===== config.mk =====
export PLATFORM = sky130hd
export DESIGN_NAME = fpi_top
export DESIGN_NICKNAME = d
export VERILOG_FILES = /design/src/rtl/fpi_top.v
export VERILOG_INCLUDE_DIRS = /design/src /design/src/shared
export SDC_FILE = /design/constraint.sdc
export NUM_CORES = 1
export LEC_CHECK = 0
export BUFFER_PORTS_ARGS = -buffer_cell sky130_fd_sc_hd__buf_2
export CORE_MARGIN = 2
export CORE_UTILIZATION = 40
export CTS_CLUSTER_DIAMETER = 30
export DETAILED_ROUTE_END_ITERATION = 7
export HOLD_SLACK_MARGIN = 0.1
export PLACE_DENSITY_LB_ADDON = 0.3
export SETUP_SLACK_MARGIN = 0.2
export SLEW_MARGIN = 10
export SYNTH_ARGS = -nofsm -noshare
export SYNTH_HDL_FRONTEND = slang
export SYNTH_SLANG_ARGS = --single-unit

===== constraint.sdc =====
create_clock -name aclk -period 5.9 [get_ports aclk]
set_input_delay 0.295 -clock aclk [delete_from_list [all_inputs] [get_ports aclk]]
set_output_delay 0.295 -clock aclk [all_outputs]
set_load 0.02 [all_outputs]

===== src/shared/fpi_defines.vh =====
`ifndef FPI_DEFINES_VH
`define FPI_DEFINES_VH

// Clock and start-up timeout
`define FPI_CLK_HZ 32'd100000000
`define FPI_CFG_TIMEOUT_S 32'd30

// Start-up states
`define FPI_ST_SAMPLE 2'h0
`define FPI_ST_WAIT 2'h1
`define FPI_ST_RUN 2'h2

// Process image geometry
`define FPI_IO_MAX 8'h80
`define FPI_IO_BASIC 8'h18
`define FPI_BYTES 5'h10
`define FPI_STAT_IDX_BASIC 5'h03
`define FPI_STAT_IDX_EXT 5'h10

// Status byte fields
`define FPI_SB_OUT_FAULT 0
`define FPI_SB_IN_FAULT 1
`define FPI_SB_FAULT 2
`define FPI_SB_DIAGNOSTIC 3
`define FPI_SB_RUN 4
`define FPI_SB_XCHG 5

// Rotary switch decoding
`define FPI_DIGIT_MAX 4'h9
`define FPI_TENS_WEIGHT 7'h0A
`define FPI_RATE_W 10
`define FPI_RATE_1 10'h00A
`define FPI_RATE_2 10'h014
`define FPI_RATE_3 10'h032
`define FPI_RATE_4 10'h07D
`define FPI_RATE_5 10'h0FA
`define FPI_RATE_6 10'h1F4
`define FPI_RATE_7 10'h320
`define FPI_RATE_8 10'h3E8

// Register word indices (address bits 4:2)
`define FPI_REG_CTRL 3'h0
`define FPI_REG_STATUS 3'h1
`define FPI_REG_SWITCH 3'h2
`define FPI_REG_COUNT 3'h3
`define FPI_REG_ID 3'h4

// Register fields and reset values
`define FPI_CTRL_XCHG_EN 0
`define FPI_CTRL_RESET 1'h1
// Arbitrary identification value
`define FPI_ID_VALUE 32'h00A5_0001

// AXI responses
`define FPI_RESP_OKAY 2'h0
`define FPI_RESP_SLVERR 2'h2

`endif


===== src/rtl/fpi_top.v =====
`include "fpi_defines.vh"

module fpi_top #(
  parameter [31:0] CFG_TIMEOUT_CYC = `FPI_CFG_TIMEOUT_S * `FPI_CLK_HZ,
  parameter [31:0] ID_VALUE = `FPI_ID_VALUE
)
(
  input wire aclk,
  input wire aresetn,
  input wire [31:0] s_axi_awaddr,
  input wire s_axi_awvalid,
  output wire s_axi_awready,
  input wire [31:0] s_axi_wdata,
  input wire [3:0] s_axi_wstrb,
  input wire s_axi_wvalid,
  output wire s_axi_wready,
  output reg [1:0] s_axi_bresp,
  output reg s_axi_bvalid,
  input wire s_axi_bready,
  input wire [31:0] s_axi_araddr,
  input wire s_axi_arvalid,
  output wire s_axi_arready,
  output reg [31:0] s_axi_rdata,
  output reg [1:0] s_axi_rresp,
  output reg s_axi_rvalid,
  input wire s_axi_rready,
  input wire fb_wr_valid,
  input wire [4:0] fb_wr_idx,
  input wire [7:0] fb_wr_data,
  input wire fb_rd_valid,
  input wire [4:0] fb_rd_idx,
  output reg [7:0] fb_rd_data,
  output reg fb_rd_ack,
  input wire cfg_valid,
  input wire [7:0] cfg_io_count,
  output wire [127:0] virt_in,
  input wire [127:0] virt_out,
  input wire output_fault_led,
  input wire input_fault_led,
  input wire fault_led,
  input wire diagnostic_led,
  input wire run_led,
  input wire [3:0] rate_select_switch,
  input wire [3:0] tens_digit_switch,
  input wire [3:0] ones_digit_switch,
  output reg [6:0] node_id,
  output reg node_valid,
  output reg [`FPI_RATE_W-1:0] bit_rate_kbps,
  output reg rate_valid,
  output wire operational,
  output reg ext_error
);

  localparam ST_SAMPLE = `FPI_ST_SAMPLE;
  localparam ST_WAIT = `FPI_ST_WAIT;
  localparam ST_RUN = `FPI_ST_RUN;

  reg [1:0] state_q;
  reg [1:0] state_d;
  reg [31:0] tmo_cnt_q;
  reg cfg_ok_q;
  reg timeout_q;
  reg [7:0] io_count_q;
  reg ctrl_xchg_en_q;
  reg [7:0] in_mem [0:15];
  reg [`FPI_RATE_W-1:0] rate_dec;
  reg rate_ok;
  wire [127:0] out_masked;
  wire [127:0] in_flat;
  wire xchg_active;
  wire ext_mode;
  wire [4:0] stat_idx;
  wire [7:0] status_byte;
  wire [6:0] node_calc;

  assign operational = (state_q == ST_RUN);
  assign xchg_active = operational & cfg_ok_q & ctrl_xchg_en_q;
  assign ext_mode = (io_count_q > `FPI_IO_BASIC);
  assign stat_idx = ext_mode ? `FPI_STAT_IDX_EXT : `FPI_STAT_IDX_BASIC;

  // Start-up sequencing
  always @*
  begin
    state_d = state_q;
    case (state_q)
      ST_SAMPLE:
      begin
        state_d = ST_WAIT;
      end
      ST_WAIT:
      begin
        if (cfg_valid || (tmo_cnt_q >= CFG_TIMEOUT_CYC - 32'h1))
        begin
          state_d = ST_RUN;
        end
      end
      ST_RUN:
      begin
        state_d = ST_RUN;
      end
      default:
      begin
        state_d = ST_SAMPLE;
      end
    endcase
  end

  always @(posedge aclk)
  begin
    if (!aresetn)
    begin
      state_q <= ST_SAMPLE;
      tmo_cnt_q <= 32'h0;
      cfg_ok_q <= 1'b0;
      timeout_q <= 1'b0;
      io_count_q <= 8'h0;
      ext_error <= 1'b0;
    end
    else
    begin
      state_q <= state_d;
      ext_error <= 1'b0;
      if (state_q == ST_WAIT)
      begin
        tmo_cnt_q <= tmo_cnt_q + 32'h1;
      end
      if ((state_q == ST_WAIT) && !cfg_valid && (state_d == ST_RUN))
      begin
        timeout_q <= 1'b1;
        ext_error <= 1'b1;
      end
      if (cfg_valid && (state_q != ST_SAMPLE))
      begin
        cfg_ok_q <= 1'b1;
        if (cfg_io_count > `FPI_IO_MAX)
        begin
          io_count_q <= `FPI_IO_MAX;
        end
        else
        begin
          io_count_q <= cfg_io_count;
        end
      end
    end
  end

  // Switch decoding
  assign node_calc = {3'h0, tens_digit_switch} * `FPI_TENS_WEIGHT
                   + {3'h0, ones_digit_switch};

  always @*
  begin
    rate_ok = 1'b1;
    case (rate_select_switch)
      4'h1: rate_dec = `FPI_RATE_1;
      4'h2: rate_dec = `FPI_RATE_2;
      4'h3: rate_dec = `FPI_RATE_3;
      4'h4: rate_dec = `FPI_RATE_4;
      4'h5: rate_dec = `FPI_RATE_5;
      4'h6: rate_dec = `FPI_RATE_6;
      4'h7: rate_dec = `FPI_RATE_7;
      4'h8: rate_dec = `FPI_RATE_8;
      default:
      begin
        rate_dec = {`FPI_RATE_W{1'b0}};
        rate_ok = 1'b0;
      end
    endcase
  end

  always @(posedge aclk)
  begin
    if (!aresetn)
    begin
      node_id <= 7'h0;
      node_valid <= 1'b0;
      bit_rate_kbps <= {`FPI_RATE_W{1'b0}};
      rate_valid <= 1'b0;
    end
    else if (state_q == ST_SAMPLE)
    begin
      node_id <= node_calc;
      node_valid <= (tens_digit_switch <= `FPI_DIGIT_MAX)
                  && (ones_digit_switch <= `FPI_DIGIT_MAX);
      bit_rate_kbps <= rate_dec;
      rate_valid <= rate_ok;
    end
  end

  // Image bit mapping
  genvar gi;
  generate
    for (gi = 0; gi < 128; gi = gi + 1)
    begin : g_map
      assign in_flat[gi] = in_mem[gi / 8][gi % 8];
      assign virt_in[gi] = (gi < io_count_q) & in_flat[gi];
      assign out_masked[gi] = (gi < io_count_q) & virt_out[gi];
    end
  endgenerate

  assign status_byte = {2'h0,
                        xchg_active,
                        run_led,
                        diagnostic_led,
                        fault_led,
                        input_fault_led,
                        output_fault_led};

  // Fieldbus side: only ever answers
  integer k;
  always @(posedge aclk)
  begin
    if (!aresetn)
    begin
      for (k = 0; k < 16; k = k + 1)
      begin
        in_mem[k] <= 8'h0;
      end
      fb_rd_data <= 8'h0;
      fb_rd_ack <= 1'b0;
    end
    else
    begin
      fb_rd_ack <= 1'b0;
      if (fb_wr_valid && operational && (fb_wr_idx < `FPI_BYTES))
      begin
        in_mem[fb_wr_idx[3:0]] <= fb_wr_data;
      end
      if (fb_rd_valid && operational)
      begin
        fb_rd_ack <= 1'b1;
        if (fb_rd_idx == stat_idx)
        begin
          fb_rd_data <= status_byte;
        end
        else if (fb_rd_idx < `FPI_BYTES)
        begin
          fb_rd_data <= out_masked[{fb_rd_idx[3:0], 3'h0} +: 8];
        end
        else
        begin
          fb_rd_data <= 8'h0;
        end
      end
    end
  end

  // Register bus slave
  reg aw_have_q;
  reg w_have_q;
  reg [2:0] aw_idx_q;
  reg aw_map_q;
  reg [31:0] wdata_q;
  reg [3:0] wstrb_q;
  reg [31:0] rd_word;
  reg rd_hit;
  wire [2:0] ar_idx;

  assign s_axi_awready = !aw_have_q && !s_axi_bvalid;
  assign s_axi_wready = !w_have_q && !s_axi_bvalid;
  assign s_axi_arready = !s_axi_rvalid;
  assign ar_idx = s_axi_araddr[4:2];

  always @(posedge aclk)
  begin
    if (!aresetn)
    begin
      aw_have_q <= 1'b0;
      w_have_q <= 1'b0;
      aw_idx_q <= 3'h0;
      aw_map_q <= 1'b0;
      wdata_q <= 32'h0;
      wstrb_q <= 4'h0;
      s_axi_bvalid <= 1'b0;
      s_axi_bresp <= `FPI_RESP_OKAY;
      ctrl_xchg_en_q <= `FPI_CTRL_RESET;
    end
    else
    begin
      if (s_axi_awvalid && s_axi_awready)
      begin
        aw_have_q <= 1'b1;
        aw_idx_q <= s_axi_awaddr[4:2];
        aw_map_q <= (s_axi_awaddr[31:5] == 27'h0)
                  && (s_axi_awaddr[4:2] <= `FPI_REG_ID);
      end
      if (s_axi_wvalid && s_axi_wready)
      begin
        w_have_q <= 1'b1;
        wdata_q <= s_axi_wdata;
        wstrb_q <= s_axi_wstrb;
      end
      if (aw_have_q && w_have_q && !s_axi_bvalid)
      begin
        aw_have_q <= 1'b0;
        w_have_q <= 1'b0;
        s_axi_bvalid <= 1'b1;
        s_axi_bresp <= aw_map_q ? `FPI_RESP_OKAY : `FPI_RESP_SLVERR;
        if (aw_map_q && (aw_idx_q == `FPI_REG_CTRL) && wstrb_q[0])
        begin
          ctrl_xchg_en_q <= wdata_q[`FPI_CTRL_XCHG_EN];
        end
      end
      else if (s_axi_bvalid && s_axi_bready)
      begin
        s_axi_bvalid <= 1'b0;
      end
    end
  end

  always @*
  begin
    rd_word = 32'h0;
    rd_hit = (s_axi_araddr[31:5] == 27'h0);
    case (ar_idx)
      `FPI_REG_CTRL: rd_word = {31'h0, ctrl_xchg_en_q};
      `FPI_REG_STATUS: rd_word = {26'h0, node_valid, rate_valid, timeout_q,
                                  xchg_active, cfg_ok_q, operational};
      `FPI_REG_SWITCH: rd_word = {14'h0, bit_rate_kbps, 1'b0, node_id};
      `FPI_REG_COUNT: rd_word = {24'h0, io_count_q};
      `FPI_REG_ID: rd_word = ID_VALUE;
      default: rd_hit = 1'b0;
    endcase
  end

  always @(posedge aclk)
  begin
    if (!aresetn)
    begin
      s_axi_rvalid <= 1'b0;
      s_axi_rdata <= 32'h0;
      s_axi_rresp <= `FPI_RESP_OKAY;
    end
    else if (s_axi_arvalid && s_axi_arready)
    begin
      s_axi_rvalid <= 1'b1;
      s_axi_rdata <= rd_hit ? rd_word : 32'h0;
      s_axi_rresp <= rd_hit ? `FPI_RESP_OKAY : `FPI_RESP_SLVERR;
    end
    else if (s_axi_rvalid && s_axi_rready)
    begin
      s_axi_rvalid <= 1'b0;
    end
  end

endmodule // fpi_top


### Yosys cells after proc, flatten, opt, wreduce, memory -nomap -nowiden

Memory sizes are Yosys's and may differ from the RTL's.
Cells that the tools add are included.

| storage, ports and cells | value |
|---|---|
| bits of input ports | 281 |
| memories kept | 1 |
| bits in writable memories | 128 |
| register bits after elaboration | 120 |
| output and inout port bits | 199 |

Memory list:

| memory | depth | bits a word | read ports | clocked after memory_dff | wr ports | RTL line | source |
|---|---|---|---|---|---|---|---|
| in_mem | 16 | 8 | 16 | 0 | 16 | fpi_top.v:65 | `reg [7:0] in_mem [0:15];` |

| operators by class | value |
|---|---|
| eq/ne operators | 16 |
| reductions and logical operators | 38 |
| shifts and indexed selects | 1 |
| multipliers | 1 |
| bitwise gates (word level) | 259 |
| magnitude comparators | 136 |
| mux-type cells | 26 |
| $add $sub $neg | 2 |

Operators with widths:

| operator | count |
|---|---|
| 7-bit by 8-bit < comparator with 1-bit output, first input constant | 64 |
| 1-bit AND | 258 |
| 6-bit by 8-bit < comparator with 1-bit output, first input constant | 32 |
| 5-bit by 8-bit < comparator with 1-bit output, first input constant | 16 |
| 128-bit by 8-bit indexed part select with 8-bit output | 1 |
| 24-bit one-hot mux with 5 select lines | 1 |
| 10-bit one-hot mux with 8 select lines | 1 |
| 4-bit by 8-bit < comparator with 1-bit output, first input constant | 8 |
| 27-bit logical NOT | 2 |
| 32-bit by 1-bit adder with 32-bit output, second input constant | 1 |
| 32-bit greater-or-equal comparator, second input constant | 1 |
| 3-bit by 8-bit < comparator with 1-bit output, first input constant | 4 |
| 32-bit 2-to-1 mux | 1 |
| 8-bit 2-to-1 mux | 4 |
| 1-bit logical AND | 19 |
| 4-bit by 3-bit equality test with 1-bit output, second input constant | 4 |
| 1-bit by 8-bit < comparator with 1-bit output, first input constant | 2 |
| 2-bit by 8-bit < comparator with 1-bit output, first input constant | 2 |
| 8-bit OR reduction | 2 |
| 1-bit 2-to-1 mux | 13 |
| 5-bit < comparator, second input constant | 2 |
| 4-bit by 2-bit equality test with 1-bit output, second input constant | 2 |
| 8-bit by 5-bit > comparator with 1-bit output, second input constant | 1 |
| 8-bit > comparator, second input constant | 1 |
| 25 further kinds | 37 |

### Longest topological paths before layout

| logic depth | value |
|---|---|
| word-level depth | 8 |
| mapped depth | 10 |

### Least setup slack after synthesis

Ideal clock, no wire load.

| timing path | value |
|---|---|
| kind | reg2reg |
| start point | register state_q[1] |
| end point | memory in_mem[1][0], enable pin |
| stages on the path, launching flop included | 7 |
| setup time | 0.384 ns |
| setup slack | 3.396 ns |
| arrival | 2.120 ns |
| buffers on the path | 2 |
| cell sequence | dfxtp_1 > nor2b_1 > clkbuf_1 > nand4b_1 > or3_1 > clkbuf_1 > o21ai_0 |

RTL lines:

| what | RTL line | source |
|---|---|---|
| start: declaration | fpi_top.v:58 | `reg [1:0] state_q;` |
| start signal: assignment | fpi_top.v:121 | `state_q <= state_d;` |
| end: declaration | fpi_top.v:65 |  |

### Worst setup path in the final report

| timing path | value |
|---|---|
| start point | register io_count_q[7] |
| end point | output port virt_in[68] |

| on the way | value |
|---|---|
| word-level cells in the longest chain between the ends | 2 |

RTL lines:

| what | RTL line | source |
|---|---|---|
| start: declaration | fpi_top.v:63 | `reg [7:0] io_count_q;` |
| start signal: assignment | fpi_top.v:137 | `` io_count_q <= `FPI_IO_MAX; `` |
| start signal: assignment | fpi_top.v:141 | `io_count_q <= cfg_io_count;` |
| 7-bit by 8-bit < comparator with 1-bit output | fpi_top.v:196 | `assign virt_in[gi] = (gi < io_count_q) & in_flat[gi];` |
| 1-bit AND | fpi_top.v:196 |  |
| end: declaration | fpi_top.v:36 | `output wire [127:0] virt_in,` |

Every way passes these cells.

==> metrics.md <==
| Metric | Value |
|---|---|
| Final net count | 2235 |
| Peak supply drop | 0.2244 mV |
| Synth Area in XOR/XNOR | 2.401% |
| Area of the die | 0.03523 mm2 |
| Die Y | 187.7 um |
| Worst Hold Class | input pin to register |
| Max cap viols | 0 |
| TritonCTS clock tree | built |
| Setup WS pre-CTS | 2.640 ns |
| Yosys warns | 0 |
| Die Span X | 187.7 um |
| Fmax | 278.2 MHz |
| Via density | 5.909 |
| First-pass GRT wire length | 88390 um |
| PD cells | 323.0 mW/mm2 |
| Setup_tns | 0 ns |
| Synth top area cells | edfxtp_1 28%, dfxtp_1 16%, and2_1 9.0% |
| Post-synthesis compound-gate area fraction | 19.71% |
| Fill cell count | 3114 |
| FF+latch count, synth | 233 |
| Number of global-route vias before repair | 14110 |
| Data required, critical path | 5.61 ns |
| CTS Sinks | 233 |
| Worst-Skew Late Latency | 0.56 ns |
| Top cell type's share of synthesized area | 28.47% |
| RePlAce Congestion | 0.9632 |
| Core ar. | 0.03336 mm2 |
| Leak | 7.772 nW |
| Layout area overhead | 34.13% |
| WL final | 61140 um |
| Post-layout util | 54.27% |
| Initial core utilization | 40.46% |
| Worst Setup Start Kind | register |
| CP Capture Type | output port |
| First-pass iteration count of the detailed router | 6 |
| # rows | 67 |
| Clk slew on worst S/H paths | 0.05 ns |
| Pwr Total | 5.849 mW |
| Slew @ Worst Pin | 1.245 ns |
| Slew headroom | 16.12% |
| Worst-path fanout max | 25 |
| Initial DRC Count | 1433 |
| Initial antenna violation count | 6 |
| IO Port Bufs | 428 |
| RSZ-0062 raised after global routing | false |
| Fin crit share | 60.92% |
| Synth top cells by count | 194 x and2_1, 137 x nor2_1, 128 x edfxtp_1 |
| EDFF count, synth | 128 |
| Post-Synth Adder-Cell Area | 1.316% |
| WP data arrival | 3.30 ns |
| Sequential-to-total area share from yosys stat | 44.04% |
| Largest net degree at the start of global routing | 56 |
| Seq pwr share | 30.9% |
| Comb power frac | 12.2% |
| Largest area contributor in the netlist | edfxtp_1 |
| Int Pwr | 4.330 mW |
| Hold Vio Cnt, Final | 0 |
| Outcome | finished, final reports clean |
| Slew Viols, Final | 0 |
| CTS buffer count | 56 |
| Average cell area after synthesis | 8.829 um2 |
| Synth async-reset ratio | 0% |
| GRT Total Usage | 33.47% |
| DP Area | 0.01590 mm2 |
| Minimum clock period | 3.595 ns |
| Final setup margin | 2.305 ns |
| Layout cell share with drive strength beyond 1 | 29.30% |
| Top FF cell, synth | edfxtp_1 |
| Io pins | 480 |
| Unique masters post-synth | 85 |
| Per-cell routed wire length | 25.02 um |
| Net Switching | 1.519 mW |
| Clk_skew | 0.01603 ns |
| Design Area, Final | 0.01811 mm2 |
| H-tree depth | 2 |
| Vias post-DR | 14440 |
| Syn Inst Count | 1529 |
| Clk buf depth | 3 |
| Hpwl dp | 45080 um |
| Switch share | 25.97% |
| Largest family of logic cells by synthesized area | simple AND/OR/NAND/NOR gates |
| Postcts setup bufs | 0 |
| Post-Synth Simple-Gate Area | 26.11% |
| WS Path Type | register to output port |
| Root buffer cell | clkbuf_16 |
| Multiplexer share of the synthesized area | 1.446% |
| Residual DRC count | 0 |
| # setup viols final | 0 |
| Clock Power Share | 56.9% |
| Top-count cell post-synth | and2_1 |
| Grt total ovfl | 0 |
| Mapped cell area | 0.01350 mm2 |
| Antenna viol nets, final | 0 |
## routing by layer
layer	GRT usage (%)	part of all wire (%)	vias to the layer above
li1	-	-	6349
met1	40.04	37	6920
met2	56.87	48	983
met3	6.850	10	186
met4	17.41	4.9	4
met5	0	0.034	-
## registers in the layout, summed over array words and instances (netlist names), 2 cells and up
register,cells
tmo_cnt_q,32
bit_rate_kbps,10
s_axi_rdata,19
aw_idx_q,3
io_count_q,8
state_q,2
node_id,7
in_mem,128
fb_rd_data,8
## area by class of cell
type,count,area [um2],share of cell area [%]
antenna,6,15.01,0.08292
sequential,233,5946,32.84
clock inverter,40,560.5,3.096
timing repair buffer,469,2485,13.72
multi-input combinational,1159,6952,38.39
clock buffer,63,1490,8.230
tap,448,560.5,3.096
inverter,26,97.59,0.5390
## worst paths after layout
check,startpoint,end,slack [ns],cells after the start
setup reg to reg,io_count_q[7]$_SDFFE_PN0P_,fb_rd_data[6]$_SDFFE_PN0P_,2.44,7
hold reg to reg,s_axi_rdata[0]$_SDFFE_PN0P_,s_axi_rdata[0]$_SDFFE_PN0P_,0.45,2
setup / recovery,io_count_q[7]$_SDFFE_PN0P_,virt_in[68],2.31,6
hold / removal,s_axi_araddr[4],s_axi_rdata[21]$_SDFFE_PN0P_,0.13,3
## power by group through the flow
stage	clock [mW]	combinational (mW)	sequential (mW)
after floorplan	0	0.362	1.84
after global placement	0	0.684	1.83
after detailed placement	0	0.685	1.83
after CTS	3.34	0.698	1.81
after global routing	3.43	0.751	1.81
final	3.33	0.715	1.81
## critical path, stage by stage (launching register included)
cell	delay [ns]
dfxtp_1	0.84
buf_4	0.44
inv_1	0.22
nand2_1	0.68
a21oi_1	0.10
nor2b_1	0.23
buf_2	0.21
## cells in the final DEF, fill, tap and decap left out, drive strengths merged, types with 9 or more instances in the layout
| cell type | count |
|---|---|
| nor2 | 137 |
| nand2b | 15 |
| clkbuf | 63 |
| mux2i | 15 |
| nand4 | 19 |
| nor3 | 27 |
| nand2 | 116 |
| clkinvlp | 9 |
| nand3 | 44 |
| inv | 29 |
| dlygate4sd3 | 14 |
| bufinv | 12 |
| or3 | 11 |
| a21oi | 115 |
| conb | 13 |
| nor4 | 23 |
| a21boi | 23 |
| a211oi | 18 |
| o21ai | 94 |
| a31oi | 22 |
| buf | 455 |
| xor2 | 22 |
| and2 | 194 |
| dfxtp | 105 |
| o211ai | 18 |
| edfxtp | 128 |
| and3 | 16 |
| xnor2 | 15 |
| a22oi | 17 |
| o21a | 22 |
| nor2b | 30 |
| clkinv | 16 |
## per-stage QoR
| stage | hold WS, ns | cells |
|---|---|---|
| after global routing | 0.1559 | 2442 |
| final | 0.1330 | 2444 |
| after floorplan | 0.3951 | 1541 |
| after CTS | 0.1222 | 2438 |
| after global placement | 0.4421 | 2321 |
| after detailed placement | 0.4458 | 2321 |
## kinds of logic after synthesis
logic type	count (synthesis)
compound gates	412
xor+xnor	37
fa+ha+maj	14
buf+inv	149
flops	233
mux	19
other cells	1
simple gates	664
## repair_timing
| action | 4_1_cts | 5_1_grt |
|---|---|---|
| hold buffers | 14 | 0 |
| hold endpoints to repair | 9 | 0 |
| gates resized for setup | 0 | 0 |
Power figures use the tool's default switching activity.
